## config.mk

```make
export PLATFORM = sky130hd
export DESIGN_NAME = tm2_timer
export DESIGN_NICKNAME = d
export VERILOG_FILES = /design/src/tm2_pkg.sv /design/src/tm2_tick_if.sv /design/src/tm2_tick_gen.sv /design/src/tm2_timer.sv
export VERILOG_INCLUDE_DIRS = /design/src
export SDC_FILE = /design/constraint.sdc
export NUM_CORES = 1
export LEC_CHECK = 0
export BUFFER_PORTS_ARGS = -buffer_cell sky130_fd_sc_hd__buf_2
export CAP_MARGIN = 40
export CORE_MARGIN = 1
export CORE_UTILIZATION = 33
export CTS_CLUSTER_DIAMETER = 120
export CTS_CLUSTER_SIZE = 25
export DETAILED_ROUTE_END_ITERATION = 16
export PLACE_DENSITY = 0.57
export SETUP_SLACK_MARGIN = 0.4
export SYNTH_ARGS = -nofsm -noshare
export SYNTH_HDL_FRONTEND = slang
export SYNTH_HIERARCHICAL = 1
export SYNTH_SLANG_ARGS = --single-unit
```

## constraint.sdc

```tcl
create_clock -name i_sys_clk -period 6.1 [get_ports i_sys_clk]
set_input_delay 0.915 -clock i_sys_clk [delete_from_list [all_inputs] [get_ports i_sys_clk]]
set_output_delay 0.915 -clock i_sys_clk [all_outputs]
set_load 0.02 [all_outputs]
```

## src/tm2_defs.svh

```systemverilog
// Constants for the timer control block: offsets, bit positions, reset values and timing counts.
// Overview of operation
// - High overflow flag sets on high byte wrap.
// - High flag requests interrupt; never auto-cleared.
// - Low flag sets on every low byte wrap.
// - Low enable lets low wraps interrupt.
// - Comparator rising edge copies count into reload.
// - Every capture event requests timer interrupt.
// - Split bit picks one 16-bit or two 8-bit.
// - Run bit gates counting; split low byte free-runs.
// - Control bit one reads zero, ignores writes.
// - External select picks clock/12 or oscillator/8.
// - Oscillator/8 is synchronised to system clock.
// - Per-byte clock selects override the source choice.
// - 16-bit wrap loads the 16-bit reload value.
// - Split bytes reload from their own bytes.
// - Capture only with enable set, split clear.
`ifndef TM2_DEFS_SVH
`define TM2_DEFS_SVH
`define TM2_ADDR_CTRL 8'hC8
`define TM2_ADDR_RELOAD_LO 8'hCA
`define TM2_ADDR_RELOAD_HI 8'hCB
`define TM2_ADDR_COUNT_LO 8'hCC
`define TM2_ADDR_COUNT_HI 8'hCD
`define TM2_BIT_HOVF 7
`define TM2_BIT_LOVF 6
`define TM2_BIT_LIEN 5
`define TM2_BIT_CAPEN 4
`define TM2_BIT_SPLIT 3
`define TM2_BIT_RUN 2
`define TM2_BIT_UNUSED 1
`define TM2_BIT_XCLK 0
`define TM2_CTRL_RESET 8'h00
`define TM2_BYTE_RESET 8'h00
`define TM2_CTRL_WMASK 8'hFD
`define TM2_SYS_DIV 4'hB
`define TM2_SYNC_STAGES 2
`endif

```

## src/tm2_pkg.sv

```systemverilog
// Types shared by the timer control block files.
package tm2_pkg;
	// Clock source chosen for one count byte.
	typedef enum logic [2:0] {
		TM2_SRC_SYS = 3'b001,
		TM2_SRC_DIV12 = 3'b010,
		TM2_SRC_EXT8 = 3'b100
	} tm2_src_t;
endpackage : tm2_pkg

```

## src/tm2_tick_if.sv

```systemverilog
// Interface carrying the per-byte count ticks from the tick generator to the timer core.
interface tm2_tick_if;
	logic xclk_sel;
	logic high_sys_sel;
	logic low_sys_sel;
	logic high_tick;
	logic low_tick;
	modport gen (input xclk_sel, input high_sys_sel, input low_sys_sel,
		output high_tick, output low_tick);
	modport core (output xclk_sel, output high_sys_sel, output low_sys_sel,
		input high_tick, input low_tick);
endinterface : tm2_tick_if

```

## src/tm2_tick_gen.sv

```systemverilog
// Tick generator: divide-by-12 prescaler, synchronised oscillator/8 edges and per-byte selection.
`include "tm2_defs.svh"
module tm2_tick_gen (
	input wire logic i_sys_clk,
	input wire logic i_rst_b,
	input wire logic i_ext_div8,
	tm2_tick_if.gen tk
);
	import tm2_pkg::*;

	logic [3:0] presc_r; // Divide-by-12 counter.
	logic div12_tick; // One-cycle pulse every twelfth clock.
	logic sync1_r; // First synchroniser stage, read only by the second.
	logic sync2_r; // Second synchroniser stage.
	logic sync3_r; // Delayed copy used for edge detection.
	logic ext_tick; // Rising edge of the synchronised oscillator/8.
	tm2_src_t high_src;
	tm2_src_t low_src;

	// Picks the source for one byte; the per-byte select wins over the external select.
	function automatic tm2_src_t pick_src(input logic sys_sel, input logic xsel);
		if (sys_sel) begin
			pick_src = TM2_SRC_SYS;
		end else if (xsel) begin
			pick_src = TM2_SRC_EXT8;
		end else begin
			pick_src = TM2_SRC_DIV12;
		end
	endfunction : pick_src

	// Turns a source choice into a tick for this cycle.
	function automatic logic src_tick(input tm2_src_t s, input logic d12, input logic e8);
		case (s)
			TM2_SRC_SYS: src_tick = 1'b1;
			TM2_SRC_DIV12: src_tick = d12;
			TM2_SRC_EXT8: src_tick = e8;
			default: src_tick = 1'b0;
		endcase
	endfunction : src_tick

	// Prescaler wraps at eleven so it pulses once in twelve clocks.
	always_ff @(posedge i_sys_clk or negedge i_rst_b) begin
		if (!i_rst_b) begin
			presc_r <= 4'h0;
		end else if (presc_r == `TM2_SYS_DIV) begin
			presc_r <= 4'h0;
		end else begin
			presc_r <= presc_r + 4'h1;
		end
	end
	assign div12_tick = (presc_r == `TM2_SYS_DIV);

	// The oscillator clock is asynchronous, so it passes two flops before any edge logic.
	// Suspend mode bypass is not modelled; this block always runs from the system clock.
	always_ff @(posedge i_sys_clk or negedge i_rst_b) begin
		if (!i_rst_b) begin
			sync1_r <= 1'b0;
			sync2_r <= 1'b0;
			sync3_r <= 1'b0;
		end else begin
			sync1_r <= i_ext_div8;
			sync2_r <= sync1_r;
			sync3_r <= sync2_r;
		end
	end
	assign ext_tick = sync2_r & ~sync3_r;

	// Independent choice for each byte.
	always_comb begin
		high_src = pick_src(tk.high_sys_sel, tk.xclk_sel);
		low_src = pick_src(tk.low_sys_sel, tk.xclk_sel);
		tk.high_tick = src_tick(high_src, div12_tick, ext_tick);
		tk.low_tick = src_tick(low_src, div12_tick, ext_tick);
	end
endmodule : tm2_tick_gen

```

## src/tm2_timer.sv

```systemverilog
// Timer top: control register, counting bytes, reload bytes, capture and interrupt request.
`include "tm2_defs.svh"
module tm2_timer (
	input wire logic i_sys_clk,
	input wire logic i_rst_b,
	input wire logic [7:0] i_sfr_addr, // Special function register address.
	input wire logic i_sfr_wr, // Byte write strobe.
	input wire logic [7:0] i_sfr_wdata,
	input wire logic i_bit_wr, // Single-bit write strobe for the control register.
	input wire logic [2:0] i_bit_sel, // Bit number for a bit write.
	input wire logic i_bit_val,
	input wire logic i_timer_irq_en, // Global timer interrupt enable, held elsewhere.
	input wire logic i_high_byte_clock_select,
	input wire logic i_low_byte_clock_select,
	input wire logic i_ext_div8, // External oscillator divided by eight.
	input wire logic i_analog_comparator, // Comparator output, synchronous to the clock.
	output logic [7:0] o_sfr_rdata,
	output logic o_timer_irq
);
	import tm2_pkg::*;

	logic [7:0] ctrl_r; // Control register image, bit one always zero.
	logic [7:0] count_low_byte_r;
	logic [7:0] count_high_byte_r;
	logic [7:0] reload_low_byte_r;
	logic [7:0] reload_high_byte_r;
	logic cmp_d_r; // Previous comparator level.
	logic [7:0] ctrl_nxt; // Control after a software write, before hardware sets.
	logic ctrl_wr_byte;
	logic low_run; // Low byte counts this cycle.
	logic high_run; // High byte counts this cycle.
	logic low_wrap; // Low byte rolls from 0xFF.
	logic high_wrap; // High byte rolls from 0xFF.
	logic capture; // Qualified comparator capture event.
	logic split;
	logic [7:0] rd_mux;

	tm2_tick_if tk();

	// Tick generator owns the clock source selection.
	tm2_tick_gen u_tick (
		.i_sys_clk(i_sys_clk),
		.i_rst_b(i_rst_b),
		.i_ext_div8(i_ext_div8),
		.tk(tk.gen)
	);

	assign tk.xclk_sel = ctrl_r[`TM2_BIT_XCLK];
	assign tk.high_sys_sel = i_high_byte_clock_select;
	assign tk.low_sys_sel = i_low_byte_clock_select;

	// Detects a match with a register address and a byte write.
	function automatic logic hit(input logic [7:0] a, input logic [7:0] ref_a, input logic w);
		hit = w && (a == ref_a);
	endfunction : hit

	assign split = ctrl_r[`TM2_BIT_SPLIT];
	assign ctrl_wr_byte = hit(i_sfr_addr, `TM2_ADDR_CTRL, i_sfr_wr);

	// Run gating: in split mode the low byte never stops.
	always_comb begin
		if (split) begin
			low_run = tk.low_tick;
			high_run = tk.high_tick & ctrl_r[`TM2_BIT_RUN];
		end else begin
			// In 16-bit mode the whole counter follows the low byte's clock choice.
			low_run = tk.low_tick & ctrl_r[`TM2_BIT_RUN];
			high_run = low_run & (count_low_byte_r == 8'hFF);
		end
		low_wrap = low_run & (count_low_byte_r == 8'hFF);
		high_wrap = high_run & (count_high_byte_r == 8'hFF);
	end

	// Capture needs the enable and 16-bit mode.
	assign capture = ctrl_r[`TM2_BIT_CAPEN] & ~split & i_analog_comparator & ~cmp_d_r;

	// Comparator edge detector.
	always_ff @(posedge i_sys_clk or negedge i_rst_b) begin
		if (!i_rst_b) begin
			cmp_d_r <= 1'b0;
		end else begin
			cmp_d_r <= i_analog_comparator;
		end
	end

	// Software image of the control register: byte write or single-bit write.
	always_comb begin
		ctrl_nxt = ctrl_r;
		if (ctrl_wr_byte) begin
			ctrl_nxt = i_sfr_wdata & `TM2_CTRL_WMASK;
		end else if (i_bit_wr && (i_sfr_addr == `TM2_ADDR_CTRL)) begin
			ctrl_nxt[i_bit_sel] = i_bit_val;
			ctrl_nxt[`TM2_BIT_UNUSED] = 1'b0;
		end
	end

	// Control register. Hardware only ever sets flags; a flag write of one wins anyway,
	// and a write of zero in the same cycle as an event loses so no overflow is missed.
	always_ff @(posedge i_sys_clk or negedge i_rst_b) begin
		if (!i_rst_b) begin
			ctrl_r <= `TM2_CTRL_RESET;
		end else begin
			ctrl_r <= ctrl_nxt;
			if (high_wrap || capture) begin
				ctrl_r[`TM2_BIT_HOVF] <= 1'b1;
			end
			if (low_wrap) begin
				ctrl_r[`TM2_BIT_LOVF] <= 1'b1;
			end
		end
	end

	// Low count byte: software write first, else reload on split-mode wrap or full 16-bit wrap, else increment.
	always_ff @(posedge i_sys_clk or negedge i_rst_b) begin
		if (!i_rst_b) begin
			count_low_byte_r <= `TM2_BYTE_RESET;
		end else if (hit(i_sfr_addr, `TM2_ADDR_COUNT_LO, i_sfr_wr)) begin
			count_low_byte_r <= i_sfr_wdata;
		end else if (low_wrap && split) begin
			count_low_byte_r <= reload_low_byte_r;
		end else if (low_wrap && high_wrap) begin
			count_low_byte_r <= reload_low_byte_r;
		end else if (low_run) begin
			count_low_byte_r <= count_low_byte_r + 8'h01;
		end
	end

	// High count byte, same priority order.
	always_ff @(posedge i_sys_clk or negedge i_rst_b) begin
		if (!i_rst_b) begin
			count_high_byte_r <= `TM2_BYTE_RESET;
		end else if (hit(i_sfr_addr, `TM2_ADDR_COUNT_HI, i_sfr_wr)) begin
			count_high_byte_r <= i_sfr_wdata;
		end else if (high_wrap) begin
			count_high_byte_r <= reload_high_byte_r;
		end else if (high_run) begin
			count_high_byte_r <= count_high_byte_r + 8'h01;
		end
	end

	// Reload bytes. Capture beats a software write so the measurement is never lost.
	always_ff @(posedge i_sys_clk or negedge i_rst_b) begin
		if (!i_rst_b) begin
			reload_low_byte_r <= `TM2_BYTE_RESET;
			reload_high_byte_r <= `TM2_BYTE_RESET;
		end else if (capture) begin
			reload_low_byte_r <= count_low_byte_r;
			reload_high_byte_r <= count_high_byte_r;
		end else begin
			if (hit(i_sfr_addr, `TM2_ADDR_RELOAD_LO, i_sfr_wr)) begin
				reload_low_byte_r <= i_sfr_wdata;
			end
			if (hit(i_sfr_addr, `TM2_ADDR_RELOAD_HI, i_sfr_wr)) begin
				reload_high_byte_r <= i_sfr_wdata;
			end
		end
	end

	// Read mux; unmapped addresses read zero.
	always_comb begin
		case (i_sfr_addr)
			`TM2_ADDR_CTRL: rd_mux = ctrl_r;
			`TM2_ADDR_RELOAD_LO: rd_mux = reload_low_byte_r;
			`TM2_ADDR_RELOAD_HI: rd_mux = reload_high_byte_r;
			`TM2_ADDR_COUNT_LO: rd_mux = count_low_byte_r;
			`TM2_ADDR_COUNT_HI: rd_mux = count_high_byte_r;
			default: rd_mux = 8'h00;
		endcase
	end

	// Registered outputs: read data and interrupt appear one cycle after their cause.
	always_ff @(posedge i_sys_clk or negedge i_rst_b) begin
		if (!i_rst_b) begin
			o_sfr_rdata <= 8'h00;
			o_timer_irq <= 1'b0;
		end else begin
			o_sfr_rdata <= rd_mux;
			o_timer_irq <= i_timer_irq_en & (ctrl_r[`TM2_BIT_HOVF] |
				(ctrl_r[`TM2_BIT_LOVF] & ctrl_r[`TM2_BIT_LIEN]));
		end
	end
endmodule : tm2_timer

```

==> results.ini, run 1 <==
[power]
pwr-share-comb = 0.163
internal_power_mw = 0.557
swShare = 0.304
p_leak_nw = 1.61
peakVddDrop_uv = 92.1
finalPower_mw = 0.800
pwr-share-clk = 0.264
switchingPower_mw = 0.244
power_density_nw_per_um2 = 218
pwr-share-seq = 0.573

[timing]
period_needed_ns = 2.67
setup_violations = 0
rsz0062_at_grt = no
slew_viol_final = 0
fin_worst_skew_ns = 0.00639
max_slew_margin = 0.411
worst_pin_slew_ns = 0.881
holdWs_ns = 0.355
fmax_ghz = 0.375
finalHoldViolCount = 0
finalSetupTns_ns = 0
min_period_over_period = 0.437

[placement]
post-dp-hpwl_um = 6420
dpl.cell_count = 506
gp_congestion = 0.849
io_buffers = 37

[drt]
route.detailed.drc = 0
dr.pass1.iters = 5
ant_nets = 0
wl_per_cell_um = 17.3
vias = 2791
drt_wl_total_um = 8870
initialDrtViolationCount = 192
routed_via_density = 5.43

[setup_path]
ff2ff_setup_slack_ns = 3.43
required_ns = 6.31
r2r_start = count_high_byte_r[0]$_DFFE_PN0P_
end_kind = flop
cp-start-kind = flop
critPathCapture = count_low_byte_r[0]$_DFFE_PN0P_
cp_max_fo = 9
r2r_cells = 6
r2r-end = count_low_byte_r[0]$_DFFE_PN0P_
cp_data_arrival_time_ns = 2.88
path_class = reg2reg
startpoint = count_high_byte_r[0]$_DFFE_PN0P_

[grt]
grt_max_degree = 57
antenna_found_initial = 0
use_met3 = 0.0274
grt_pass1_wl_um = 14000
grtUsageMet1 = 0.243
track_usage = 0.180
grt_overflow = 0
grt_pass1_vias = 2587
grt_most_used_layer = met2
grt_util_met2 = 0.289

[clocking]
cts_sinks = 56
clk_pin_slew_ns = 0.10
post_cts_buffers = 0
cts_buffer_depth = 2
post_cts_resized = 0
cts_buffers = 5
postCtsHoldBufs = 0
clkLatencyLatePin_ns = 0.31
cts_tree = yes
ctsHtreeMaxLevel = 2
cts_root_buf = clkbuf_8

[floorplanning]
rows = 36
die_height_um = 102
start_util = 0.339
die_x_um = 102
fp.coreArea_um2 = 9730
io_pins = 38
dieArea_um2 = 10400

[yosys]
synth_xor_area_frac = 0.0106
synth_top_family_by_area = simple AND/OR/NAND/NOR gates
synth_mux_area_frac = 0.115
syn_inst = 353
ys_seq_area_frac = 0.425
synth_compound_area_frac = 0.180
syn_avg_cell_area_um2 = 9.34
synth-seq-cells = 56
async_flop_share = 1.00
synth_edf_count = 0
ys_types = 57
synth_top_cell_area_share = 0.425
synth.largest_area_cell = dfrtp_1
synthSimpleGateAreaFrac = 0.217
yosys_warnings = 6
synth_flop_cell = dfrtp_1
syn_area_um2 = 3300
syn_nets = 385
synthAdderAreaFrac = 0.0114
synth_area_leaders = dfrtp_1, mux2i_1, o21ai_0

[layout]
antenna_cells = 0
final_cell_mix = dfrtp_1, nand2_1, mux2i_1, o21ai_0, buf_2
area_delta_synth_final_pct = 11.7
layout-drive-gt1-share = 0.152
nFillCells = 1007
final-instance-count-excl-fill = 514
layout_commonest_cell = dfrtp_1
layout.nets = 412

[worst_hold_path]
hp-class = reg2reg

[outcome]
status = finished, final reports clean

[run]
cap_violations = 0

==> layer usage <==
layer,wire length (um),up-vias,share of wire
li1,-,1349,-
met2,4070,89,0.46
met5,0,-,0
met1,4080,1333,0.46
met4,293,0,0.033
met3,422,20,0.048
==> state kept, by name, indices dropped and copies added (netlist names), 4 cells and up <==
signal	flops
count_high_byte_r	8
count_low_byte_r	8
ctrl_r	7
o_sfr_rdata	8
reload_high_byte_r	8
reload_low_byte_r	8
u_tick/presc_r	4
==> cell families after synthesis <==
| kind of cell | after synthesis |
|---|---|
| AO/OA/AOI/OAI | 96 |
| XOR/XNOR | 4 |
| adder cells (fa/ha/maj) | 3 |
| buffers and inverters | 28 |
| flip-flops | 56 |
| multiplexers | 38 |
| AND/OR/NAND/NOR | 128 |
==> power groups by stage <==
stage	clock, mW	sequential, mW	combinational [mW]
floorplan	0	0.440	0.0948
global placement	0	0.464	0.128
detailed placement	0	0.465	0.131
CTS	0.219	0.457	0.132
global route	0.233	0.465	0.149
finish	0.211	0.458	0.131
==> synthesized netlist by cell type (all sizes together) (2+ instances only) <==
| cell | n |
|---|---|
| a211oi | 2 |
| a21o | 2 |
| a21oi | 26 |
| a22oi | 3 |
| a31oi | 7 |
| a41o | 3 |
| and2 | 2 |
| and3 | 2 |
| and4 | 3 |
| buf | 12 |
| clkbuf | 11 |
| dfrtp | 56 |
| ha | 3 |
| inv | 5 |
| mux2i | 38 |
| nand2 | 42 |
| nand2b | 2 |
| nand3 | 12 |
| nand3b | 5 |
| nand4 | 8 |
| nand4b | 3 |
| nor2 | 21 |
| nor2b | 6 |
| nor3 | 4 |
| nor3b | 2 |
| nor4 | 2 |
| nor4bb | 2 |
| o21ai | 38 |
| o221ai | 2 |
| o31ai | 5 |
| or3 | 3 |
| xnor2 | 3 |
==> layout make-up <==
type | instances | area (um^2) | share of cell area
clock buffer | 8 | 90.1 | 0.0245
inverter | 5 | 18.8 | 0.00510
multi-input combinational | 269 | 1780 | 0.482
sequential | 56 | 1400 | 0.381
tap | 133 | 166 | 0.0452
timing repair buffer | 43 | 228 | 0.0619
==> per-stage QoR <==
| stage | utilization | setup WS, ns | instance area (um^2) |
|---|---|---|---|
| 2_1_floorplan | - | 3.65 | 3300 |
| 3_3_place_gp | 0.367 | 3.01 | 3570 |
| 3_5_place_dp | 0.369 | 3.31 | 3590 |
| 4_1_cts | 0.378 | 3.42 | 3680 |
| 5_1_grt | 0.378 | 3.19 | 3680 |
| 6_report | 0.378 | 3.43 | 3680 |
==> worst min-delay path by stage <==
stage	start	endpoint	slack [ns]	cells after the start
2_1_floorplan	u_tick/sync1_r$_DFF_PN0_	u_tick/sync2_r$_DFF_PN0_	0.33	0
3_5_place_dp	u_tick/sync1_r$_DFF_PN0_	u_tick/sync2_r$_DFF_PN0_	0.34	0
3_3_place_gp	u_tick/sync1_r$_DFF_PN0_	u_tick/sync2_r$_DFF_PN0_	0.34	0
4_1_cts	u_tick/sync1_r$_DFF_PN0_	u_tick/sync2_r$_DFF_PN0_	0.36	0
6_report	u_tick/sync1_r$_DFF_PN0_	u_tick/sync2_r$_DFF_PN0_	0.35	0
5_1_grt	u_tick/sync1_r$_DFF_PN0_	u_tick/sync2_r$_DFF_PN0_	0.36	0
==> critical path: stages (launching register included) <==
cell	delay, ns
dfrtp_1	0.53
ha_1	0.41
and4_1	0.51
a31oi_4	0.16
nor4_4	0.56
mux2i_1	0.15
o31ai_1	0.25
Power figures use the tool's default switching activity.
==> inputs of run 2 (changes only) <==
Clock period 6.1 ns to 2.6 ns, I/O delays scaled along.
==> results.ini, run 2 (synthesis gave the netlist of run 1 again) <==
[run]
cap_violations = 0

[setup_path]
required_ns = 2.80
cp_data_arrival_time_ns = 2.31
cp-start-kind = flop
cp_max_fo = 5
path_class = reg2reg
end_kind = flop

[clocking]
postCtsHoldBufs = 0
cts_tree = yes
clkLatencyLatePin_ns = 0.32
cts_buffers = 5
cts_buffer_depth = 2
cts_sinks = 56
cts_root_buf = clkbuf_8
clk_pin_slew_ns = 0.11
ctsHtreeMaxLevel = 2

[timing]
period_needed_ns = 2.11
max_slew_margin = 0.564
finalHoldViolCount = 0
min_period_over_period = 0.811
finalSetupTns_ns = 0
fmax_ghz = 0.474
rsz0062_at_grt = no
worst_pin_slew_ns = 0.654
slew_viol_final = 0
setup_violations = 0
fin_worst_skew_ns = 0.0103

[placement]
dpl.cell_count = 510
io_buffers = 37
post-dp-hpwl_um = 6670
gp_congestion = 0.866

[layout]
final-instance-count-excl-fill = 524
area_delta_synth_final_pct = 16.3
layout.nets = 422
layout-drive-gt1-share = 0.199
antenna_cells = 0
layout_commonest_cell = dfrtp_1
final_cell_mix = dfrtp_1, nand2_1, mux2i_1, o21ai_0, buf_2
nFillCells = 1011

[floorplanning]
rows = 36
die_x_um = 102
fp.coreArea_um2 = 9730
start_util = 0.339
die_height_um = 102
dieArea_um2 = 10400
io_pins = 38

[drt]
routed_via_density = 5.39
initialDrtViolationCount = 118
ant_nets = 0
drt_wl_total_um = 9100
wl_per_cell_um = 17.4
vias = 2822
route.detailed.drc = 0
dr.pass1.iters = 4

[grt]
grt_max_degree = 34
track_usage = 0.181
antenna_found_initial = 0
grt_pass1_wl_um = 14100
grt_pass1_vias = 2573
grt_overflow = 0

[power]
p_leak_nw = 1.66
power_density_nw_per_um2 = 497
peakVddDrop_uv = 299

[worst_hold_path]
hp-class = in2async

[outcome]
status = finished, final reports clean

==> run 2: final cells by class <==
type	instances	area, um^2	share of cell area
multi-input cells	269	1820	0.474
clock buffers	6	82.6	0.0215
clock inverters	2	15.0	0.00392
inverters	5	18.8	0.00490
well taps	133	166	0.0434
flip-flops and latches	56	1400	0.366
repair buffers	53	330	0.0862
==> run 2: final timing paths <==
check / from / end / slack, ns / depth (start not counted)
setup reg to reg: u_tick/presc_r[0]$_DFF_PN0_ / ctrl_r[7]$_DFFE_PN0P_ / 0.49 / 9
setup / recovery: u_tick/presc_r[0]$_DFF_PN0_ / ctrl_r[7]$_DFFE_PN0P_ / 0.49 / 9
min in group i_sys_clk: i_ext_div8 / u_tick/sync1_r$_DFF_PN0_ / 0.18 / 1
hold reg to reg: u_tick/sync1_r$_DFF_PN0_ / u_tick/sync2_r$_DFF_PN0_ / 0.36 / 0
hold / removal: i_rst_b / ctrl_r[3]$_DFFE_PN0P_ / 0.1 / 1
max in group asynchronous: i_rst_b / count_high_byte_r[1]$_DFFE_PN0P_ / 1.91 / 2
==> run 2: per-stage QoR <==
stage	power (mW)	setup WS, ns	utilization	area [um^2]	hold WS, ns
detailed placement	1.40	0.329	0.374	3630	0.337
CTS	1.91	0.410	0.384	3740	0.113
finish	1.91	0.491	0.394	3830	0.0966
global route	2.00	0.407	0.394	3830	0.148
floorplan	1.25	0.594	-	3300	0.0944
global placement	1.39	0.401	0.374	3630	0.340
==> run 2: worst max-delay path, stage by stage, from the launching register on <==
cell and delay, ns:
dfrtp_1 0.44, ha_4 0.19, nand4bb_1 0.11, nand3b_1 0.14, nand2_2 0.13, o41ai_2 0.07, buf_4 0.16, buf_4 0.13
nor2b_1 0.14, or4_1 0.49
==> run 2: per-layer routing <==
layer / part of all wire / global-route usage / up-vias
met5: 0 / 0 / -
met4: 0.0066 / 0.0495 / 0
met3: 0.048 / 0.0212 / 7
met2: 0.48 / 0.292 / 84
met1: 0.47 / 0.256 / 1362
li1: - / - / 1369
==> run 2: repair_timing <==
action                     CTS  global route
hold endpoints to repair     0             0
gates cloned                 0             0
setup buffers                0             6
setup endpoints to repair    6            10
gates resized for setup      2             8
pin swaps                    1             4
==> run 2: power breakdown <==
group | switching, mW | internal, mW
Combinational | 0.170 | 0.147
Sequential | 0.132 | 0.951
Clock | 0.290 | 0.216
==> inputs of run 3 (changes only) <==
Settings changed: PLACE_DENSITY 0.57 to 0.59.
Clock period 2.6 ns to 1.7 ns, I/O delays scaled along.
==> results.ini, run 3 (synthesis gave the netlist of run 1 again) <==
[setup_path]
end_kind = flop
r2r_cells = 10
cp_data_arrival_time_ns = 2.13
r2r_start = u_tick/presc_r[0]$_DFF_PN0_
ff2ff_setup_slack_ns = -0.23
required_ns = 1.90
path_class = reg2reg
r2r-end = count_low_byte_r[0]$_DFFE_PN0P_
cp_max_fo = 5
cp-start-kind = flop

[timing]
period_needed_ns = 1.93
min_period_over_period = 1.13
worst_pin_slew_ns = 0.543
slew_viol_final = 0
finalWorstSetupSlack_ns = -0.228
setup_violations = 17
max_slew_margin = 0.638
rsz0062_at_grt = yes
holdWs_ns = 0.0437
finalHoldViolCount = 0
fmax_ghz = 0.519
fin_worst_skew_ns = 0.00863

[worst_hold_path]
whs_path_depth = 1
min_to = u_tick/sync1_r$_DFF_PN0_
hold_path.startpoint = i_ext_div8
hp-class = in2reg

[clocking]
clk_pin_slew_ns = 0.11
clkLatencyLatePin_ns = 0.32
ctsHtreeMaxLevel = 2
cts_tree = yes
cts_sinks = 56
cts_buffer_depth = 2
cts_root_buf = clkbuf_8
cts_buffers = 5

[drt]
vias = 3144
wl_met3_um = 345
wl_met2_um = 4930
wl_per_cell_um = 17.0
route.detailed.drc = 0
ant_nets = 0
highest_layer = met4
met1_length_um = 4430
initialDrtViolationCount = 111
drt_wl_total_um = 10000
routed_via_density = 5.34
dr.pass1.iters = 4

[power]
power_density_nw_per_um2 = 671
finalPower_mw = 3.18
peakVddDrop_uv = 335
p_leak_nw = 2.21

[layout]
layout.nets = 487
multiInputGateArea_um2 = 2070
ff_latch_area_um2 = 1400
layout_commonest_cell = dfrtp_1
nFillCells = 927
post-route-cell-area_um2 = 4740
layout-drive-gt1-share = 0.419
final_cell_mix = dfrtp_1, buf_4, mux2i_1
final-instance-count-excl-fill = 589
antenna_cells = 0
area_delta_synth_final_pct = 43.7

[floorplanning]
fp.coreArea_um2 = 9730
die_height_um = 102
io_pins = 38
rows = 36
die_x_um = 102
start_util = 0.339
dieArea_um2 = 10400

[placement]
place_area_um2 = 4150
dpl.cell_count = 561
post-dp-hpwl_um = 7220
place_ws_ns = -0.215
io_buffers = 37
gp_congestion = 0.932

[run]
cap_violations = 0

[grt]
grt_overflow = 0
grt_max_degree = 21
track_usage = 0.206
grt_pass1_wl_um = 16300
grt_pass1_vias = 3222
antenna_found_initial = 0

[outcome]
status = finished with violations
violations = negative setup slack

[run 3: cell types whose count changed in the layout (fill, tap and decap cells not counted), moves of 12 or more]
cell	previous run	this run
o21ai_0	38	5
nand2_1	40	26
o21ai_2	0	12
buf_4	14	54
buf_6	0	16
o21ai_1	0	21
[run 3: worst max-delay path, stage by stage (launching register included)]
cell       delay, ns
dfrtp_1         0.37
ha_2            0.18
nand4bb_1       0.12
nand3b_1        0.15
nand2_2         0.09
buf_4           0.14
buf_6           0.11
nor4_4          0.21
buf_6           0.17
mux2i_1         0.20
o31ai_1         0.08
[run 3: metrics by stage]
stage,util,TNS [ns]
2_1_floorplan,-,-1.34
3_3_place_gp,0.426,-2.20
3_5_place_dp,0.426,-3.37
4_1_cts,0.467,-2.27
5_1_grt,0.487,-6.19
6_report,0.487,-2.89
[run 3: worst max-delay path by stage]
stage / end / slack [ns] / from / cells past startpoint
after detailed placement: count_high_byte_r[3]$_DFFE_PN0P_ / -0.22 / u_tick/presc_r[1]$_DFF_PN0_ / 8
final: count_low_byte_r[0]$_DFFE_PN0P_ / -0.23 / u_tick/presc_r[0]$_DFF_PN0_ / 10
after global placement: count_high_byte_r[6]$_DFFE_PN0P_ / -0.15 / u_tick/presc_r[0]$_DFF_PN0_ / 8
after CTS: count_high_byte_r[3]$_DFFE_PN0P_ / -0.22 / u_tick/presc_r[1]$_DFF_PN0_ / 8
after global routing: count_high_byte_r[6]$_DFFE_PN0P_ / -0.45 / u_tick/presc_r[1]$_DFF_PN0_ / 8
after floorplan: count_low_byte_r[0]$_DFFE_PN0P_ / -0.16 / count_high_byte_r[1]$_DFFE_PN0P_ / 8
[run 3: power by group]
part	leakage, nW	switching [mW]	total, mW	internal [mW]
clock network	0.0404	0.473	0.766	0.293
registers	0.743	0.0998	1.55	1.45
logic	1.43	0.452	0.858	0.406
total	2.21	1.02	3.18	2.15
[run 3: routing by layer]
layer  vias to the layer above  track usage
li1                       1496            -
met1                      1543        0.261
met2                        83        0.353
met3                        22       0.0267
met4                         0       0.0923
met5                         -            0
[run 3: final cells by class]
| class | count | area share |
|---|---|---|
| Multi-Input combinational cell | 269 | 0.437 |
| Sequential cell | 56 | 0.296 |
| Timing Repair Buffer | 118 | 0.208 |
| Tap cell | 133 | 0.0351 |
| Clock buffer | 5 | 0.0145 |
| Clock inverter | 3 | 0.00502 |
| Inverter | 5 | 0.00396 |
[run 3: timing repair]
item,in CTS,in global routing
endpoints found under the setup margin,46,46
cloned,1,0
resized for setup,70,33
hold endpoints to repair,18,0
hold buffers,1,0
pin swaps,34,12
setup buffers,12,6
